[src/smp_port_regs.vh]
// Register map, field positions and reset values of the serial port.
// Assumes inclusion by smp_port.v only; definitions only.
`ifndef SMP_PORT_REGS_VH
`define SMP_PORT_REGS_VH
`define SMP_OFF_DATA     12'h000
`define SMP_OFF_CTRL     12'h004
`define SMP_OFF_STAT     12'h008
`define SMP_OFF_DIV      12'h00c
`define SMP_OFF_EN       12'h010
`define SMP_OFF_DLY      12'h014
`define SMP_OFF_IRQ_CLR  12'h018
`define SMP_OFF_IRQ_STAT 12'h01c
`define SMP_RST_RXDATA   17'h00000
`define SMP_RST_CTRL     19'h01020
`define SMP_RST_DIV      32'h000000ff
`define SMP_RST_EN       32'h00000000
`define SMP_RST_DLY      32'h00010101
`define SMP_CR_TX_CLR    20
`define SMP_CR_RX_CLR    19
`define SMP_CR_FORCE_MD  13
`define SMP_CR_FORCE_LVL 12
`define SMP_CR_LOOPBACK  11
`define SMP_CR_SEL_MASK  10
`define SMP_CR_SEL_OE    9
`define SMP_CR_SEL_POL   8
`define SMP_CR_MASTER    5
`define SMP_CR_MSB_FIRST 4
`define SMP_CR_PHASE     3
`define SMP_CR_POLARITY  2
`define SMP_SR_TX_DMA    9
`define SMP_SR_RX_DMA    8
`define SMP_SR_SEL_EDGE  6
`define SMP_SR_SEL_ON    5
`define SMP_SR_OVERRUN   4
`define SMP_SR_UNDERRUN  3
`define SMP_SR_TX_IDLE   2
`define SMP_SR_TX_READY  1
`define SMP_SR_RX_READY  0
`define SMP_SR_W1C_MASK  10'h358
`define SMP_IRQ_RX       0
`define SMP_IRQ_TX       1
`define SMP_IRQ_SEL      2
`define SMP_IRQ_RX_DMA   3
`define SMP_IRQ_TX_DMA   4
`define SMP_RESP_OKAY    2'b00
`define SMP_RESP_SLVERR  2'b10
`endif

[src/smp_port.v]
// Serial peripheral port, master or slave, with an AXI4-Lite register slave.
// Assumes pins are resolved outside from the _o/_oe pairs; DMA handshake on aclk.
`timescale 1ns/1ns
`include "smp_port_regs.vh"

// Function
// Port runs as clock-generating master or as slave following external clock.
// Four lines only: select, serial clock, master-out data, master-in data.
// Master drives master-out and samples master-in; slave does the reverse.
// Select and clock pins drive as master, are inputs as slave; select drives only while control bit 9 is set.
// Frames carry 8, 9, 16 or 17 bits; both sides agree on width.
// Software programs clock idle polarity and sampling phase.
// Master inserts start, burst and stop delays; delay register resets 0x010101.
// Offset 0x00 write loads transmit data; read returns receive data, reset zero.
// Transmit and receive data registers hold 17 bits.
// Control holds configuration bits; reset 0x001020 gives master, select high.
// Divider sets master clock rate from peripheral clock; resets to 0xff.
// Control 0x04, status 0x08, enable 0x10, delay 0x14 decoded in window.
// Writing one to buffer-clear bits empties that buffer; zero does nothing.
// Five enable bits gate transmit, receive, DMA done and select-edge interrupts.
// No serial transfer while enable register is clear; it resets to zero.
// Control bit 5 selects slave when 0, master when 1.
// Polarity equal to phase samples on rising edge; otherwise on falling.
// Width field 00=8, 01=9, 10=16, 11=17 bits.
// Loop-back bit in master mode returns transmitted data to the receiver.
module smp_port (
  input  wire        aclk,
  input  wire        aresetn,
  input  wire [31:0] s_axi_awaddr,
  input  wire        s_axi_awvalid,
  output wire        s_axi_awready,
  input  wire [31:0] s_axi_wdata,
  input  wire [3:0]  s_axi_wstrb,
  input  wire        s_axi_wvalid,
  output wire        s_axi_wready,
  output reg  [1:0]  s_axi_bresp,
  output reg         s_axi_bvalid,
  input  wire        s_axi_bready,
  input  wire [31:0] s_axi_araddr,
  input  wire        s_axi_arvalid,
  output wire        s_axi_arready,
  output reg  [31:0] s_axi_rdata,
  output reg  [1:0]  s_axi_rresp,
  output reg         s_axi_rvalid,
  input  wire        s_axi_rready,
  input  wire        select_pin_i,
  output reg         select_pin_o,
  output wire        select_pin_oe,
  input  wire        serial_clock_pin_i,
  output reg         serial_clock_pin_o,
  output wire        serial_clock_pin_oe,
  input  wire        master_out_pin_i,
  output wire        master_out_pin_o,
  output wire        master_out_pin_oe,
  input  wire        master_in_pin_i,
  output wire        master_in_pin_o,
  output wire        master_in_pin_oe,
  output wire        tx_dma_req,
  output wire        rx_dma_req,
  input  wire        tx_dma_done,
  input  wire        rx_dma_done,
  output wire        irq
);

  localparam [2:0] ST_IDLE  = 3'd0;
  localparam [2:0] ST_START = 3'd1;
  localparam [2:0] ST_SHIFT = 3'd2;
  localparam [2:0] ST_BURST = 3'd3;
  localparam [2:0] ST_STOP  = 3'd4;

  reg  [11:0] aw_addr_reg;
  reg         aw_full_reg;
  reg  [31:0] w_data_reg;
  reg  [3:0]  w_strb_reg;
  reg         w_full_reg;
  reg  [18:0] port_control_reg;
  reg  [31:0] clock_divider_reg;
  reg  [31:0] port_enable_reg;
  reg  [31:0] delay_length_reg;
  reg  [9:0]  flag_reg;
  reg  [4:0]  irq_stat_reg;
  reg  [16:0] transmit_data_reg;
  reg  [16:0] receive_data_reg;
  reg         tx_full_reg;
  reg         rx_full_reg;
  reg  [16:0] tx_sh_reg;
  reg  [16:0] rx_sh_reg;
  reg  [4:0]  bit_cnt_reg;
  reg  [5:0]  edge_cnt_reg;
  reg  [15:0] div_cnt_reg;
  reg  [7:0]  dly_cnt_reg;
  reg  [2:0]  state_reg;
  reg         next_ld_reg;
  reg  [3:0]  sync1_reg;
  reg  [3:0]  sync2_reg;
  reg  [3:0]  sync3_reg;
  reg  [3:0]  filt_reg;
  reg         sclk_prev_reg;
  reg         sel_prev_reg;
  reg         sel_act_prev_reg;
  reg  [31:0] rd_mux;
  reg         rd_hit;

  wire        enabled     = port_enable_reg[0];
  wire        master      = port_control_reg[`SMP_CR_MASTER];
  wire        msb_first   = port_control_reg[`SMP_CR_MSB_FIRST];
  wire        cpha        = port_control_reg[`SMP_CR_PHASE];
  wire        cpol        = port_control_reg[`SMP_CR_POLARITY];
  wire        sel_pol     = port_control_reg[`SMP_CR_SEL_POL];
  wire [1:0]  frame_width_sel = port_control_reg[1:0];
  wire        sel_f       = filt_reg[3];
  wire        sclk_f      = filt_reg[2];
  wire        mosi_f      = filt_reg[1];
  wire        miso_f      = filt_reg[0];
  wire [31:0] wmask       = {{8{w_strb_reg[3]}}, {8{w_strb_reg[2]}}, {8{w_strb_reg[1]}}, {8{w_strb_reg[0]}}};
  wire        wr_go       = aw_full_reg & w_full_reg & ~s_axi_bvalid;
  wire        rd_go       = s_axi_arvalid & ~s_axi_rvalid;
  wire        wr_hit      = (aw_addr_reg[11:5] == 7'h00) & (aw_addr_reg[1:0] == 2'b00);
  reg  [4:0]  nbits;

  always @*
  begin
    case (frame_width_sel)
      2'b00:   nbits = 5'd8;
      2'b01:   nbits = 5'd9;
      2'b10:   nbits = 5'd16;
      default: nbits = 5'd17;
    endcase
  end

  wire [16:0] fmask      = ~(17'h1ffff << nbits);
  wire        out_bit    = msb_first ? tx_sh_reg[nbits - 5'd1] : tx_sh_reg[0];
  // Slave select is honoured only when not masked; masking keeps an enabled slave live without a select
  wire        sel_active = port_control_reg[`SMP_CR_SEL_MASK] | (sel_f == sel_pol);
  wire        slave_live = enabled & ~master & sel_active;
  wire        tick       = (div_cnt_reg >= clock_divider_reg[15:0]);
  wire        m_edge     = enabled & master & (state_reg == ST_SHIFT) & tick;
  wire        s_edge     = slave_live & (sclk_f ^ sclk_prev_reg);
  wire        edge_ev    = m_edge | s_edge;
  wire        edge_rise  = master ? ~serial_clock_pin_o : sclk_f;
  wire        is_sample  = (edge_rise == (cpol == cpha));
  wire        in_bit     = master ? (port_control_reg[`SMP_CR_LOOPBACK] ? out_bit : miso_f) : mosi_f;
  wire [16:0] rx_new     = msb_first ? {rx_sh_reg[15:0], in_bit} :
                           (((rx_sh_reg & fmask) >> 1) | ({16'h0000, in_bit} << (nbits - 5'd1)));
  wire        frame_done = edge_ev & is_sample & ((bit_cnt_reg + 5'd1) == nbits);
  wire        load_next  = frame_done & tx_full_reg;
  wire        tx_idle    = ~tx_full_reg & (master ? (state_reg == ST_IDLE) : ~sel_active);
  wire        sel_on     = master ? (state_reg != ST_IDLE) : sel_active;
  wire [9:0]  status_view = flag_reg | {4'h0, sel_on, 2'b00, tx_idle, ~tx_full_reg, rx_full_reg};

  assign s_axi_awready       = ~aw_full_reg;
  assign s_axi_wready        = ~w_full_reg;
  assign s_axi_arready       = ~s_axi_rvalid;
  assign serial_clock_pin_oe = master;
  assign select_pin_oe       = master & port_control_reg[`SMP_CR_SEL_OE];
  assign master_out_pin_o    = out_bit;
  assign master_out_pin_oe   = master & enabled;
  assign master_in_pin_o     = out_bit;
  assign master_in_pin_oe    = slave_live;
  assign tx_dma_req          = enabled & ~tx_full_reg;
  assign rx_dma_req          = rx_full_reg;
  assign irq                 = |(irq_stat_reg & port_control_reg[18:14]);

  always @*
  begin
    rd_hit = (s_axi_araddr[11:5] == 7'h00) & (s_axi_araddr[1:0] == 2'b00);
    case (s_axi_araddr[11:0])
      `SMP_OFF_DATA:     rd_mux = {15'h0000, receive_data_reg};
      `SMP_OFF_CTRL:     rd_mux = {13'h0000, port_control_reg};
      `SMP_OFF_STAT:     rd_mux = {22'h000000, status_view};
      `SMP_OFF_DIV:      rd_mux = clock_divider_reg;
      `SMP_OFF_EN:       rd_mux = port_enable_reg;
      `SMP_OFF_DLY:      rd_mux = delay_length_reg;
      `SMP_OFF_IRQ_STAT: rd_mux = {27'h0000000, irq_stat_reg};
      default:
      begin
        rd_mux = 32'h00000000;
        rd_hit = 1'b0;
      end
    endcase
    if (s_axi_araddr[11:0] == `SMP_OFF_IRQ_CLR)
    begin
      rd_hit = 1'b0;
    end
  end

  always @(posedge aclk)
  begin
    if (!aresetn)
    begin
      aw_addr_reg        <= 12'h000;
      aw_full_reg        <= 1'b0;
      w_data_reg         <= 32'h00000000;
      w_strb_reg         <= 4'h0;
      w_full_reg         <= 1'b0;
      s_axi_bvalid       <= 1'b0;
      s_axi_bresp        <= `SMP_RESP_OKAY;
      s_axi_rvalid       <= 1'b0;
      s_axi_rresp        <= `SMP_RESP_OKAY;
      s_axi_rdata        <= 32'h00000000;
      port_control_reg   <= `SMP_RST_CTRL;
      clock_divider_reg  <= `SMP_RST_DIV;
      port_enable_reg    <= `SMP_RST_EN;
      delay_length_reg   <= `SMP_RST_DLY;
      flag_reg           <= 10'h000;
      irq_stat_reg       <= 5'h00;
      transmit_data_reg  <= 17'h00000;
      receive_data_reg   <= `SMP_RST_RXDATA;
      tx_full_reg        <= 1'b0;
      rx_full_reg        <= 1'b0;
      tx_sh_reg          <= 17'h00000;
      rx_sh_reg          <= 17'h00000;
      bit_cnt_reg        <= 5'd0;
      edge_cnt_reg       <= 6'd0;
      div_cnt_reg        <= 16'h0000;
      dly_cnt_reg        <= 8'h00;
      state_reg          <= ST_IDLE;
      next_ld_reg        <= 1'b0;
      sync1_reg          <= 4'h0;
      sync2_reg          <= 4'h0;
      sync3_reg          <= 4'h0;
      filt_reg           <= 4'h0;
      sclk_prev_reg      <= 1'b0;
      sel_prev_reg       <= 1'b0;
      sel_act_prev_reg   <= 1'b0;
      serial_clock_pin_o <= 1'b0;
      select_pin_o       <= 1'b1;
    end
    else
    begin
      // Pin inputs settle only when the last two stages agree, which rejects one-cycle glitches
      sync1_reg <= {select_pin_i, serial_clock_pin_i, master_out_pin_i, master_in_pin_i};
      sync2_reg <= sync1_reg;
      sync3_reg <= sync2_reg;
      filt_reg  <= (filt_reg & (sync2_reg ^ sync3_reg)) | (sync3_reg & ~(sync2_reg ^ sync3_reg));
      sclk_prev_reg    <= sclk_f;
      sel_prev_reg     <= sel_f;
      sel_act_prev_reg <= sel_active;

      if (s_axi_awvalid && !aw_full_reg)
      begin
        aw_full_reg <= 1'b1;
        aw_addr_reg <= s_axi_awaddr[11:0];
      end
      if (s_axi_wvalid && !w_full_reg)
      begin
        w_full_reg <= 1'b1;
        w_data_reg <= s_axi_wdata;
        w_strb_reg <= s_axi_wstrb;
      end
      if (wr_go)
      begin
        aw_full_reg  <= 1'b0;
        w_full_reg   <= 1'b0;
        s_axi_bvalid <= 1'b1;
        s_axi_bresp  <= (wr_hit && aw_addr_reg != `SMP_OFF_IRQ_STAT) ? `SMP_RESP_OKAY : `SMP_RESP_SLVERR;
      end
      else if (s_axi_bready)
      begin
        s_axi_bvalid <= 1'b0;
      end
      if (rd_go)
      begin
        s_axi_rvalid <= 1'b1;
        s_axi_rdata  <= rd_mux;
        s_axi_rresp  <= rd_hit ? `SMP_RESP_OKAY : `SMP_RESP_SLVERR;
      end
      else if (s_axi_rready)
      begin
        s_axi_rvalid <= 1'b0;
      end

      // Clears come first so that a hardware set later in this block wins the same cycle
      if (rd_go && s_axi_araddr[11:0] == `SMP_OFF_DATA)
      begin
        rx_full_reg                <= 1'b0;
        flag_reg[`SMP_SR_OVERRUN]  <= 1'b0;
      end
      if (wr_go && aw_addr_reg == `SMP_OFF_STAT)
      begin
        flag_reg <= flag_reg & ~(w_data_reg[9:0] & `SMP_SR_W1C_MASK);
      end
      if (wr_go && aw_addr_reg == `SMP_OFF_IRQ_CLR)
      begin
        irq_stat_reg <= irq_stat_reg & ~w_data_reg[4:0];
      end
      if (wr_go && aw_addr_reg == `SMP_OFF_CTRL && w_strb_reg[2] && w_data_reg[`SMP_CR_RX_CLR])
      begin
        rx_full_reg <= 1'b0;
      end

      if (tx_dma_done)
      begin
        flag_reg[`SMP_SR_TX_DMA]    <= 1'b1;
        irq_stat_reg[`SMP_IRQ_TX_DMA] <= 1'b1;
      end
      if (rx_dma_done)
      begin
        flag_reg[`SMP_SR_RX_DMA]    <= 1'b1;
        irq_stat_reg[`SMP_IRQ_RX_DMA] <= 1'b1;
      end
      if (!master && sel_f != sel_prev_reg)
      begin
        flag_reg[`SMP_SR_SEL_EDGE]  <= 1'b1;
        irq_stat_reg[`SMP_IRQ_SEL]  <= 1'b1;
      end

      // Slave: present the first bit as soon as it is selected
      if (!master && !sel_active)
      begin
        bit_cnt_reg <= 5'd0;
      end
      else if (slave_live && !sel_act_prev_reg)
      begin
        bit_cnt_reg <= 5'd0;
        if (tx_full_reg)
        begin
          tx_sh_reg                <= transmit_data_reg;
          tx_full_reg              <= 1'b0;
          irq_stat_reg[`SMP_IRQ_TX] <= 1'b1;
        end
        else
        begin
          flag_reg[`SMP_SR_UNDERRUN] <= 1'b1;
        end
      end

      if (edge_ev)
      begin
        if (is_sample)
        begin
          rx_sh_reg <= rx_new;
          if (frame_done)
          begin
            receive_data_reg          <= rx_new & fmask;
            rx_full_reg               <= 1'b1;
            irq_stat_reg[`SMP_IRQ_RX] <= 1'b1;
            bit_cnt_reg               <= 5'd0;
            if (rx_full_reg)
            begin
              flag_reg[`SMP_SR_OVERRUN] <= 1'b1;
            end
            next_ld_reg <= load_next;
            if (load_next)
            begin
              tx_sh_reg                 <= transmit_data_reg;
              tx_full_reg               <= 1'b0;
              irq_stat_reg[`SMP_IRQ_TX] <= 1'b1;
            end
            else if (!master)
            begin
              flag_reg[`SMP_SR_UNDERRUN] <= 1'b1;
            end
          end
          else
          begin
            bit_cnt_reg <= bit_cnt_reg + 5'd1;
          end
        end
        else if (bit_cnt_reg != 5'd0)
        begin
          // No shift before the first sample, so phase 1 keeps its first bit for one edge
          tx_sh_reg <= msb_first ? {tx_sh_reg[15:0], 1'b0} : {1'b0, tx_sh_reg[16:1]};
        end
      end

      div_cnt_reg <= (state_reg == ST_IDLE || tick) ? 16'h0000 : div_cnt_reg + 16'h0001;
      case (state_reg)
        ST_IDLE:
        begin
          serial_clock_pin_o <= cpol;
          edge_cnt_reg       <= 6'd0;
          if (enabled && master && tx_full_reg)
          begin
            state_reg                 <= ST_START;
            dly_cnt_reg               <= delay_length_reg[7:0];
            tx_sh_reg                 <= transmit_data_reg;
            tx_full_reg               <= 1'b0;
            irq_stat_reg[`SMP_IRQ_TX] <= 1'b1;
            bit_cnt_reg               <= 5'd0;
          end
        end
        ST_START, ST_BURST:
        begin
          if (tick)
          begin
            if (dly_cnt_reg == 8'h00)
            begin
              state_reg <= ST_SHIFT;
            end
            else
            begin
              dly_cnt_reg <= dly_cnt_reg - 8'h01;
            end
          end
        end
        ST_SHIFT:
        begin
          if (tick)
          begin
            serial_clock_pin_o <= ~serial_clock_pin_o;
            edge_cnt_reg       <= edge_cnt_reg + 6'd1;
            if ((edge_cnt_reg + 6'd1) == {nbits, 1'b0})
            begin
              edge_cnt_reg <= 6'd0;
              if (next_ld_reg || load_next)
              begin
                state_reg   <= ST_BURST;
                dly_cnt_reg <= delay_length_reg[15:8];
              end
              else
              begin
                state_reg   <= ST_STOP;
                dly_cnt_reg <= delay_length_reg[23:16];
              end
            end
          end
        end
        ST_STOP:
        begin
          if (tick)
          begin
            if (dly_cnt_reg == 8'h00)
            begin
              state_reg <= ST_IDLE;
            end
            else
            begin
              dly_cnt_reg <= dly_cnt_reg - 8'h01;
            end
          end
        end
        default:
        begin
          state_reg <= ST_IDLE;
        end
      endcase
      if (!enabled || !master)
      begin
        state_reg <= ST_IDLE;
      end
      if (port_control_reg[`SMP_CR_FORCE_MD])
      begin
        select_pin_o <= port_control_reg[`SMP_CR_FORCE_LVL];
      end
      else
      begin
        select_pin_o <= (state_reg != ST_IDLE) ? sel_pol : ~sel_pol;
      end

      // Register writes last: a new transmit word and the transmit buffer clear win over the engine
      if (wr_go)
      begin
        case (aw_addr_reg)
          `SMP_OFF_DATA:
          begin
            transmit_data_reg <= (transmit_data_reg & ~wmask[16:0]) | (w_data_reg[16:0] & wmask[16:0]);
            tx_full_reg       <= 1'b1;
          end
          `SMP_OFF_CTRL:
          begin
            port_control_reg <= (port_control_reg & ~wmask[18:0]) | (w_data_reg[18:0] & wmask[18:0]);
            if (w_strb_reg[2] && w_data_reg[`SMP_CR_TX_CLR])
            begin
              tx_full_reg <= 1'b0;
            end
          end
          `SMP_OFF_DIV: clock_divider_reg <= (clock_divider_reg & ~wmask) | (w_data_reg & wmask);
          `SMP_OFF_EN:  port_enable_reg   <= (port_enable_reg & ~wmask) | (w_data_reg & wmask);
          `SMP_OFF_DLY: delay_length_reg  <= (delay_length_reg & ~wmask) | (w_data_reg & wmask);
          default:
          begin
            transmit_data_reg <= transmit_data_reg;
          end
        endcase
      end
    end
  end

endmodule // smp_port

[config.mk]
export PLATFORM = sky130hd
export DESIGN_NAME = smp_port
export DESIGN_NICKNAME = d
export VERILOG_FILES = /design/src/smp_port.v
export VERILOG_INCLUDE_DIRS = /design/src
export SDC_FILE = /design/constraint.sdc
export NUM_CORES = 1
export LEC_CHECK = 0
export BUFFER_PORTS_ARGS = -buffer_cell sky130_fd_sc_hd__buf_2
export CAP_MARGIN = 20
export CELL_PAD_IN_SITES_DETAIL_PLACEMENT = 1
export CELL_PAD_IN_SITES_GLOBAL_PLACEMENT = 2
export CORE_MARGIN = 1.5
export CORE_UTILIZATION = 35
export DETAILED_ROUTE_END_ITERATION = 12
export PLACE_DENSITY = 0.91
export SKIP_LAST_GASP = 1
export SYNTH_ARGS = -nofsm -noshare
export SYNTH_HDL_FRONTEND = slang
export SYNTH_SLANG_ARGS = --single-unit
export TNS_END_PERCENT = 30
[constraint.sdc]
create_clock -name aclk -period 2.9 [get_ports aclk]
set_input_delay 0.145 -clock aclk [delete_from_list [all_inputs] [get_ports aclk]]
set_output_delay 0.145 -clock aclk [all_outputs]
set_load 0.01 [all_outputs]
==> impl_metrics.csv, run 1 <==
group,metric,value,unit
outcome,outcome,"finished, violations left",
outcome,violations,"setup timing",
power_and_ir_drop,p_comb_share,4.4,%
place,dpl-instance-area,16700,sq um
logic_synthesis,synthFlopType,"dfxtp_1",
final_layout,drive_above_1_share,13.9,%
setup_path,rr_endpoint,"dly_cnt_reg[7]$_SDFFE_PN0P_",
place,place.gp.congestion,0.885,
clocking,clk_path_buf_depth,3,
timing,drv_slew,0,
place,dp.cells,2526,
detailed_routing,wl,54400,um
timing,hold_violations,0,
grt,grt_first_pass_wirelength,86300,um
floorplanning,rows,76,
place,port_buffers,122,
logic_synthesis,seq_area_frac_synth,44.8,%
logic_synthesis,yosys-top-cells-area,"dfxtp_1 45%, a21oi_1 8.1%, nand2_1 8.0%",
logic_synthesis,synth-edff-count,0,
timing,worst_pin_slew,782,ps
timing,finalSetupTns,-43.7,ps
logic_synthesis,syn_inst,1879,
setup_path,worstPathRequired,3350,ps
detailed_routing,antenna_left,0,
setup_path,worst-setup-path-type,"reg -> reg",
grt,use_met1,30.6,%
detailed_routing,wire_per_inst,20.5,um
final_layout,fillerInstances,5192,
detailed_routing,via_per_inst,5.50,
grt,track_usage,24.7,%
job,drv_cap,0,
final_layout,final_cell_mix,"340 x dfxtp_1, 323 x nand2_1, 247 x a21oi_1",
clocking,cts-root-buf,"clkbuf_16",
detailed_routing,vias,14587,
power_and_ir_drop,leakage,0.00675,uW
logic_synthesis,syn_avg_cell_area,8.10,sq um
power_and_ir_drop,power_density,544,nW/um^2
final_layout,n_antenna_cell,0,
logic_synthesis,yosys.area.top_type,"dfxtp_1",
floorplanning,core_area,43000,sq um
setup_path,reg2reg_depth,7,
min_path,hold_path_depth,2,
grt,grt_remaining_overflow,0,
clocking,cts_sinks,341,
setup_path,regToRegSetupSlack,-40,ps
clocking,clk_pin_slew,60,ps
power_and_ir_drop,vdd_drop_max,0.323,mV
min_path,hold_class,"in -> reg",
detailed_routing,drtIter0Drc,998,
grt,grt_max_degree,107,
setup_path,r2r-start,"dly_cnt_reg[2]$_SDFFE_PN0P_",
setup_path,path_max_fanout,5,
min_path,worstHoldStart,"aresetn",
power_and_ir_drop,p_int,7730,uW
setup_path,end_kind,"register",
power_and_ir_drop,p_clk_share,47.5,%
final_layout,final_util,43.1,%
floorplanning,die_w,212,um
clocking,clk_latency,560,ps
clocking,cts_tree,"yes",
logic_synthesis,synth_top_area_share,44.8,%
power_and_ir_drop,p_sw_share,23.3,%
timing,rsz0062_at_grt,"yes",
grt,antenna_found_initial,1,
floorplanning,initial_core_util,35.4,%
logic_synthesis,syn_area,15200,sq um
logic_synthesis,ys_ff_latch,341,
timing,setup_ws,-43.7,ps
logic_synthesis,async_reset_ff_share,0,%
place,dp_hpwl,37700,um
setup_path,worstPathArrival,3400,ps
final_layout,register_area,6830,sq um
timing,setup_viol,1,
timing,fin_skew,12.2,ps
floorplanning,die_h,212,um
clocking,htree_num_levels,2,
grt,top_usage_layer,"met2",
timing,fmax,340,MHz
logic_synthesis,synth_cell_type_count,77,
timing,max_slew_margin,47.8,%
floorplanning,die_area,44800,sq um
final_layout,multi_input_area,7750,sq um
detailed_routing,drc,0,
timing,min_period_over_period,102,%
detailed_routing,firstDrtPassIters,5,
grt,first_global_vias,15391,
power_and_ir_drop,p_sw,2350,uW
final_layout,final_cells,2652,
power_and_ir_drop,pwr-share-seq,48.1,%
grt,globalRouteMet3Util,4.04,%
place,pre_cts_slack,-64.0,ps
final_layout,fin_area,18500,sq um
logic_synthesis,ys_warn_count,0,
clocking,cts_buffers,39,
final_layout,final_common_cell,"dfxtp_1",
final_layout,finalNetCount,2184,
grt,met2_usage,42.1,%
setup_path,critPathLaunchType,"register",
final_layout,area_delta_synth_final,21.7,%
floorplanning,io_pins,165,
timing,period_minus_slack,2940,ps
kinds of logic after synthesis:
kind of cell,synth area share (%)
and+or+nand+nor,22.5
AOI/OAI and AO/OA,18.0
DFF,44.8
buffers and inverters,4.55
muxes,5.40
xor gates and xnor gates,2.37
adders and majority gates,2.30
other,0.0246
worst max-delay path by stage:
stage | start | to | slack [ps] | cells past startpoint
global placement | register | tx_sh_reg[5]$_SDFF_PN0_ | 90 | 10
floorplan | register | tx_sh_reg[10]$_SDFF_PN0_ | 390 | 11
CTS | register | dly_cnt_reg[7]$_SDFFE_PN0P_ | -9 | 11
global route | register | bit_cnt_reg[2]$_SDFF_PN0_ | -30 | 12
finish | dly_cnt_reg[2]$_SDFFE_PN0P_ | dly_cnt_reg[7]$_SDFFE_PN0P_ | -40 | 7
detailed placement | register | tx_sh_reg[6]$_SDFF_PN0_ | -60 | 10
power by group through the flow:
stage	Clock, uW	Sequential, uW	Combinational [uW]
global route	5090	4850	486
floorplan	0	4890	233
global placement	0	4940	358
finish	4790	4840	445
CTS	4880	4840	432
detailed placement	0	4940	367
what timing repair did:
| item | in CTS | in global routing |
|---|---|---|
| endpoints found under the hold margin | 60 | 0 |
| setup buffers | 0 | 2 |
| setup endpoints to repair | 18 | 25 |
| hold buffers | 59 | 0 |
| resized for setup | 1 | 2 |
| pin swaps | 0 | 2 |
area by class of cell:
cell class | instances | share of cell area, %
clock buffers | 56 | 6.16
clock inverters | 9 | 0.392
flip-flops and latches | 341 | 36.8
multi-input cells | 1368 | 41.8
well taps | 585 | 3.95
inverters | 41 | 0.871
repair buffers | 252 | 9.96
worst max-delay path, stage by stage (launching register included):
cell	delay [ps]
dfxtp_1	360
or4_1	600
nor4b_1	690
buf_4	250
a211oi_1	70
o21bai_1	500
a211oi_1	130
a31o_1	230
synthesized netlist by cell type (16+ instances only):
cell,instances
a21oi_1,247
nand3_1,134
mux2i_1,72
a221o_1,18
nand2_1,323
xor2_1,16
a22oi_1,19
nor3_1,20
buf_2,16
dfxtp_1,341
clkbuf_1,93
o21ai_0,31
a222oi_1,21
nor2_1,208
ha_1,28
xnor2_1,20
and2_1,24
inv_1,40
metrics by stage:
step	power (uW)	hold slack, ps
finish	10100	65.4
global route	10400	93.3
detailed placement	5310	337
CTS	10100	56.5
floorplan	5120	244
global placement	5300	330
layer usage:
layer / part of all wire [%] / vias to the layer above
li1: - / 6863
met1: 42 / 7191
met2: 48 / 412
met3: 5.7 / 121
met4: 3.7 / 0
met5: 0 / -
Note: power is estimated with default switching activity, not from simulation.
==> run 2, diff against run 1 <==
--- a/config.mk
+++ b/config.mk
@@ -11,9 +11,9 @@
 export CELL_PAD_IN_SITES_DETAIL_PLACEMENT = 1
 export CELL_PAD_IN_SITES_GLOBAL_PLACEMENT = 2
 export CORE_MARGIN = 1.5
-export CORE_UTILIZATION = 35
+export CORE_UTILIZATION = 25
 export DETAILED_ROUTE_END_ITERATION = 12
-export PLACE_DENSITY = 0.91
+export PLACE_DENSITY = 0.71
 export SKIP_LAST_GASP = 1
 export SYNTH_ARGS = -nofsm -noshare
 export SYNTH_HDL_FRONTEND = slang
==> impl_metrics.csv, run 2 (synthesis gave the netlist of run 1 again) <==
group,metric,value,unit
floorplanning,die_w,250,um
clocking,clk_latency,590,ps
setup_path,end_kind,"register",
setup_path,reg2reg_depth,12,
grt,grt_max_degree,92,
grt,first_global_vias,14714,
final_layout,fin_area,19000,sq um
setup_path,timing.critical_path.buf_inv,3,
final_layout,final_cell_mix,"340 x dfxtp_1, 323 x nand2_1, 247 x a21oi_1",
clocking,htree_num_levels,2,
clocking,post-cts-setup-buffers,0,
detailed_routing,wire_per_inst,19.7,um
timing,period_minus_slack,2770,ps
clocking,cts_buffers,41,
power_and_ir_drop,leakage,0.00683,uW
final_layout,fillerInstances,7085,
place,dp_hpwl,40100,um
place,place.gp.congestion,0.843,
setup_path,slowest_stage,"o2111ai_2",
final_layout,area_delta_synth_final,24.5,%
floorplanning,rows,90,
grt,antenna_found_initial,0,
setup_path,worstPathRequired,3380,ps
timing,setup_viol,0,
detailed_routing,antenna_left,0,
clocking,cts-root-buf,"clkbuf_16",
min_path,hold_path_depth,2,
floorplanning,die_h,250,um
place,dpl-instance-area,17000,sq um
setup_path,worstPathArrival,3250,ps
setup_path,path_common_cell,"a211oi_1",
clocking,clk_path_buf_depth,3,
clocking,cts_sinks,341,
floorplanning,core_area,60200,sq um
timing,fin_skew,23.6,ps
power_and_ir_drop,p_total,10500,uW
setup_path,path_max_fanout,20,
timing,worst_pin_slew,945,ps
floorplanning,initial_core_util,25.3,%
outcome,outcome,"finished clean",
timing,drv_slew,0,
place,port_buffers,122,
floorplanning,io_pins,165,
timing,setup_ws,130,ps
final_layout,final_common_cell,"dfxtp_1",
setup_path,worst-setup-path-type,"reg -> reg",
clocking,cts_tree,"yes",
timing,rsz0062_at_grt,"yes",
timing,hold_violations,0,
power_and_ir_drop,power_density,554,nW/um^2
detailed_routing,firstDrtPassIters,5,
grt,grt_remaining_overflow,0,
timing,min_period_over_period,95.5,%
setup_path,crit_cells,12,
grt,grt_first_pass_wirelength,86900,um
detailed_routing,via_per_inst,5.00,
detailed_routing,drtIter0Drc,959,
timing,finalSetupTns,0,ps
timing,fmax,361,MHz
clocking,clk_pin_slew,60,ps
min_path,hold_class,"in -> reg",
detailed_routing,wl,56400,um
final_layout,register_area,6830,sq um
place,pre_cts_slack,-43.2,ps
final_layout,finalNetCount,2190,
detailed_routing,drc,0,
setup_path,crit_family,"compound AO/OA/AOI/OAI gates",
power_and_ir_drop,vdd_drop_max,0.340,mV
final_layout,multi_input_area,7750,sq um
job,drv_cap,0,
setup_path,crit_chain,"inv_1 > ha_1 > a211oi_1 > o21ai_1 > a41oi_1 > buf_4 > o21ai_4 > o2111ai_2 > buf_12 > mux2i_1 > a211oi_1 > a31o_1",
timing,max_slew_margin,36.8,%
grt,track_usage,17.8,%
final_layout,drive_above_1_share,14.4,%
setup_path,critPathLaunchType,"register",
setup_path,cpPeakStageDelay,380,ps
timing,holdWs,22.6,ps
floorplanning,die_area,62400,sq um
detailed_routing,vias,14320,
final_layout,n_antenna_cell,0,
## run 2: changes by cell type in the layout (fill, tap and decap cells not counted), sizes merged
cell	change
buf	+4
clkinvlp	+1
clkinv	+1
clkbuf	+4
bufinv	+1
inv	+3
## run 2: worst register-to-register path, stage by stage (launching register included)
cell	delay, ps
dfxtp_1	350
inv_1	90
ha_1	310
a211oi_1	230
o21ai_1	110
a41oi_1	220
buf_4	160
o21ai_4	90
o2111ai_2	380
buf_12	220
mux2i_1	210
a211oi_1	90
a31o_1	210
## run 2: layer usage
| layer | vias to the layer above | track usage (%) | share of wire (%) |
|---|---|---|---|
| li1 | 6870 | - | - |
| met1 | 7045 | 23.1 | 45 |
| met2 | 328 | 29.8 | 47 |
| met3 | 77 | 2.77 | 4.7 |
| met4 | 0 | 6.64 | 3.0 |
| met5 | - | 0 | 0 |
## run 2: report_power, final
group / switching, uW / internal [uW]
registers: 93.9 / 4740
clock network: 2210 / 3020
logic: 272 / 172
## run 2: cell type report
cell class                 count  share of cell area (%)
multi-input combinational   1368                    40.9
inverter                      41                   0.852
sequential                   341                    36.0
clock inverter                15                   0.944
timing repair buffer         256                    9.97
tap                          782                    5.16
clock buffer                  60                    6.16
## run 2: timing repair
| action | CTS | global route |
|---|---|---|
| endpoints found under the hold margin | 60 | 0 |
| gates cloned | 0 | 0 |
| hold buffers | 59 | 0 |
| resized for setup | 1 | 2 |
| setup endpoints to repair | 17 | 4 |
## run 2: path summary, 6_finish.rpt
check	slack (ps)	startpoint	to
hold reg to reg	440	sync1_reg[0]$_SDFF_PN0_	sync2_reg[0]$_SDFF_PN0_
setup reg to reg	130	register	dly_cnt_reg[7]$_SDFFE_PN0P_
setup / recovery	130	register	dly_cnt_reg[7]$_SDFFE_PN0P_
hold / removal	20	aresetn	sync1_reg[2]$_SDFF_PN0_
## run 2: metrics by stage
step / utilization [%] / instances
2_1_floorplan: - / 1880
3_3_place_gp: 28.2 / 2729
3_5_place_dp: 28.2 / 2729
4_1_cts: 31.4 / 2863
5_1_grt: 31.5 / 2863
6_report: 31.5 / 2863
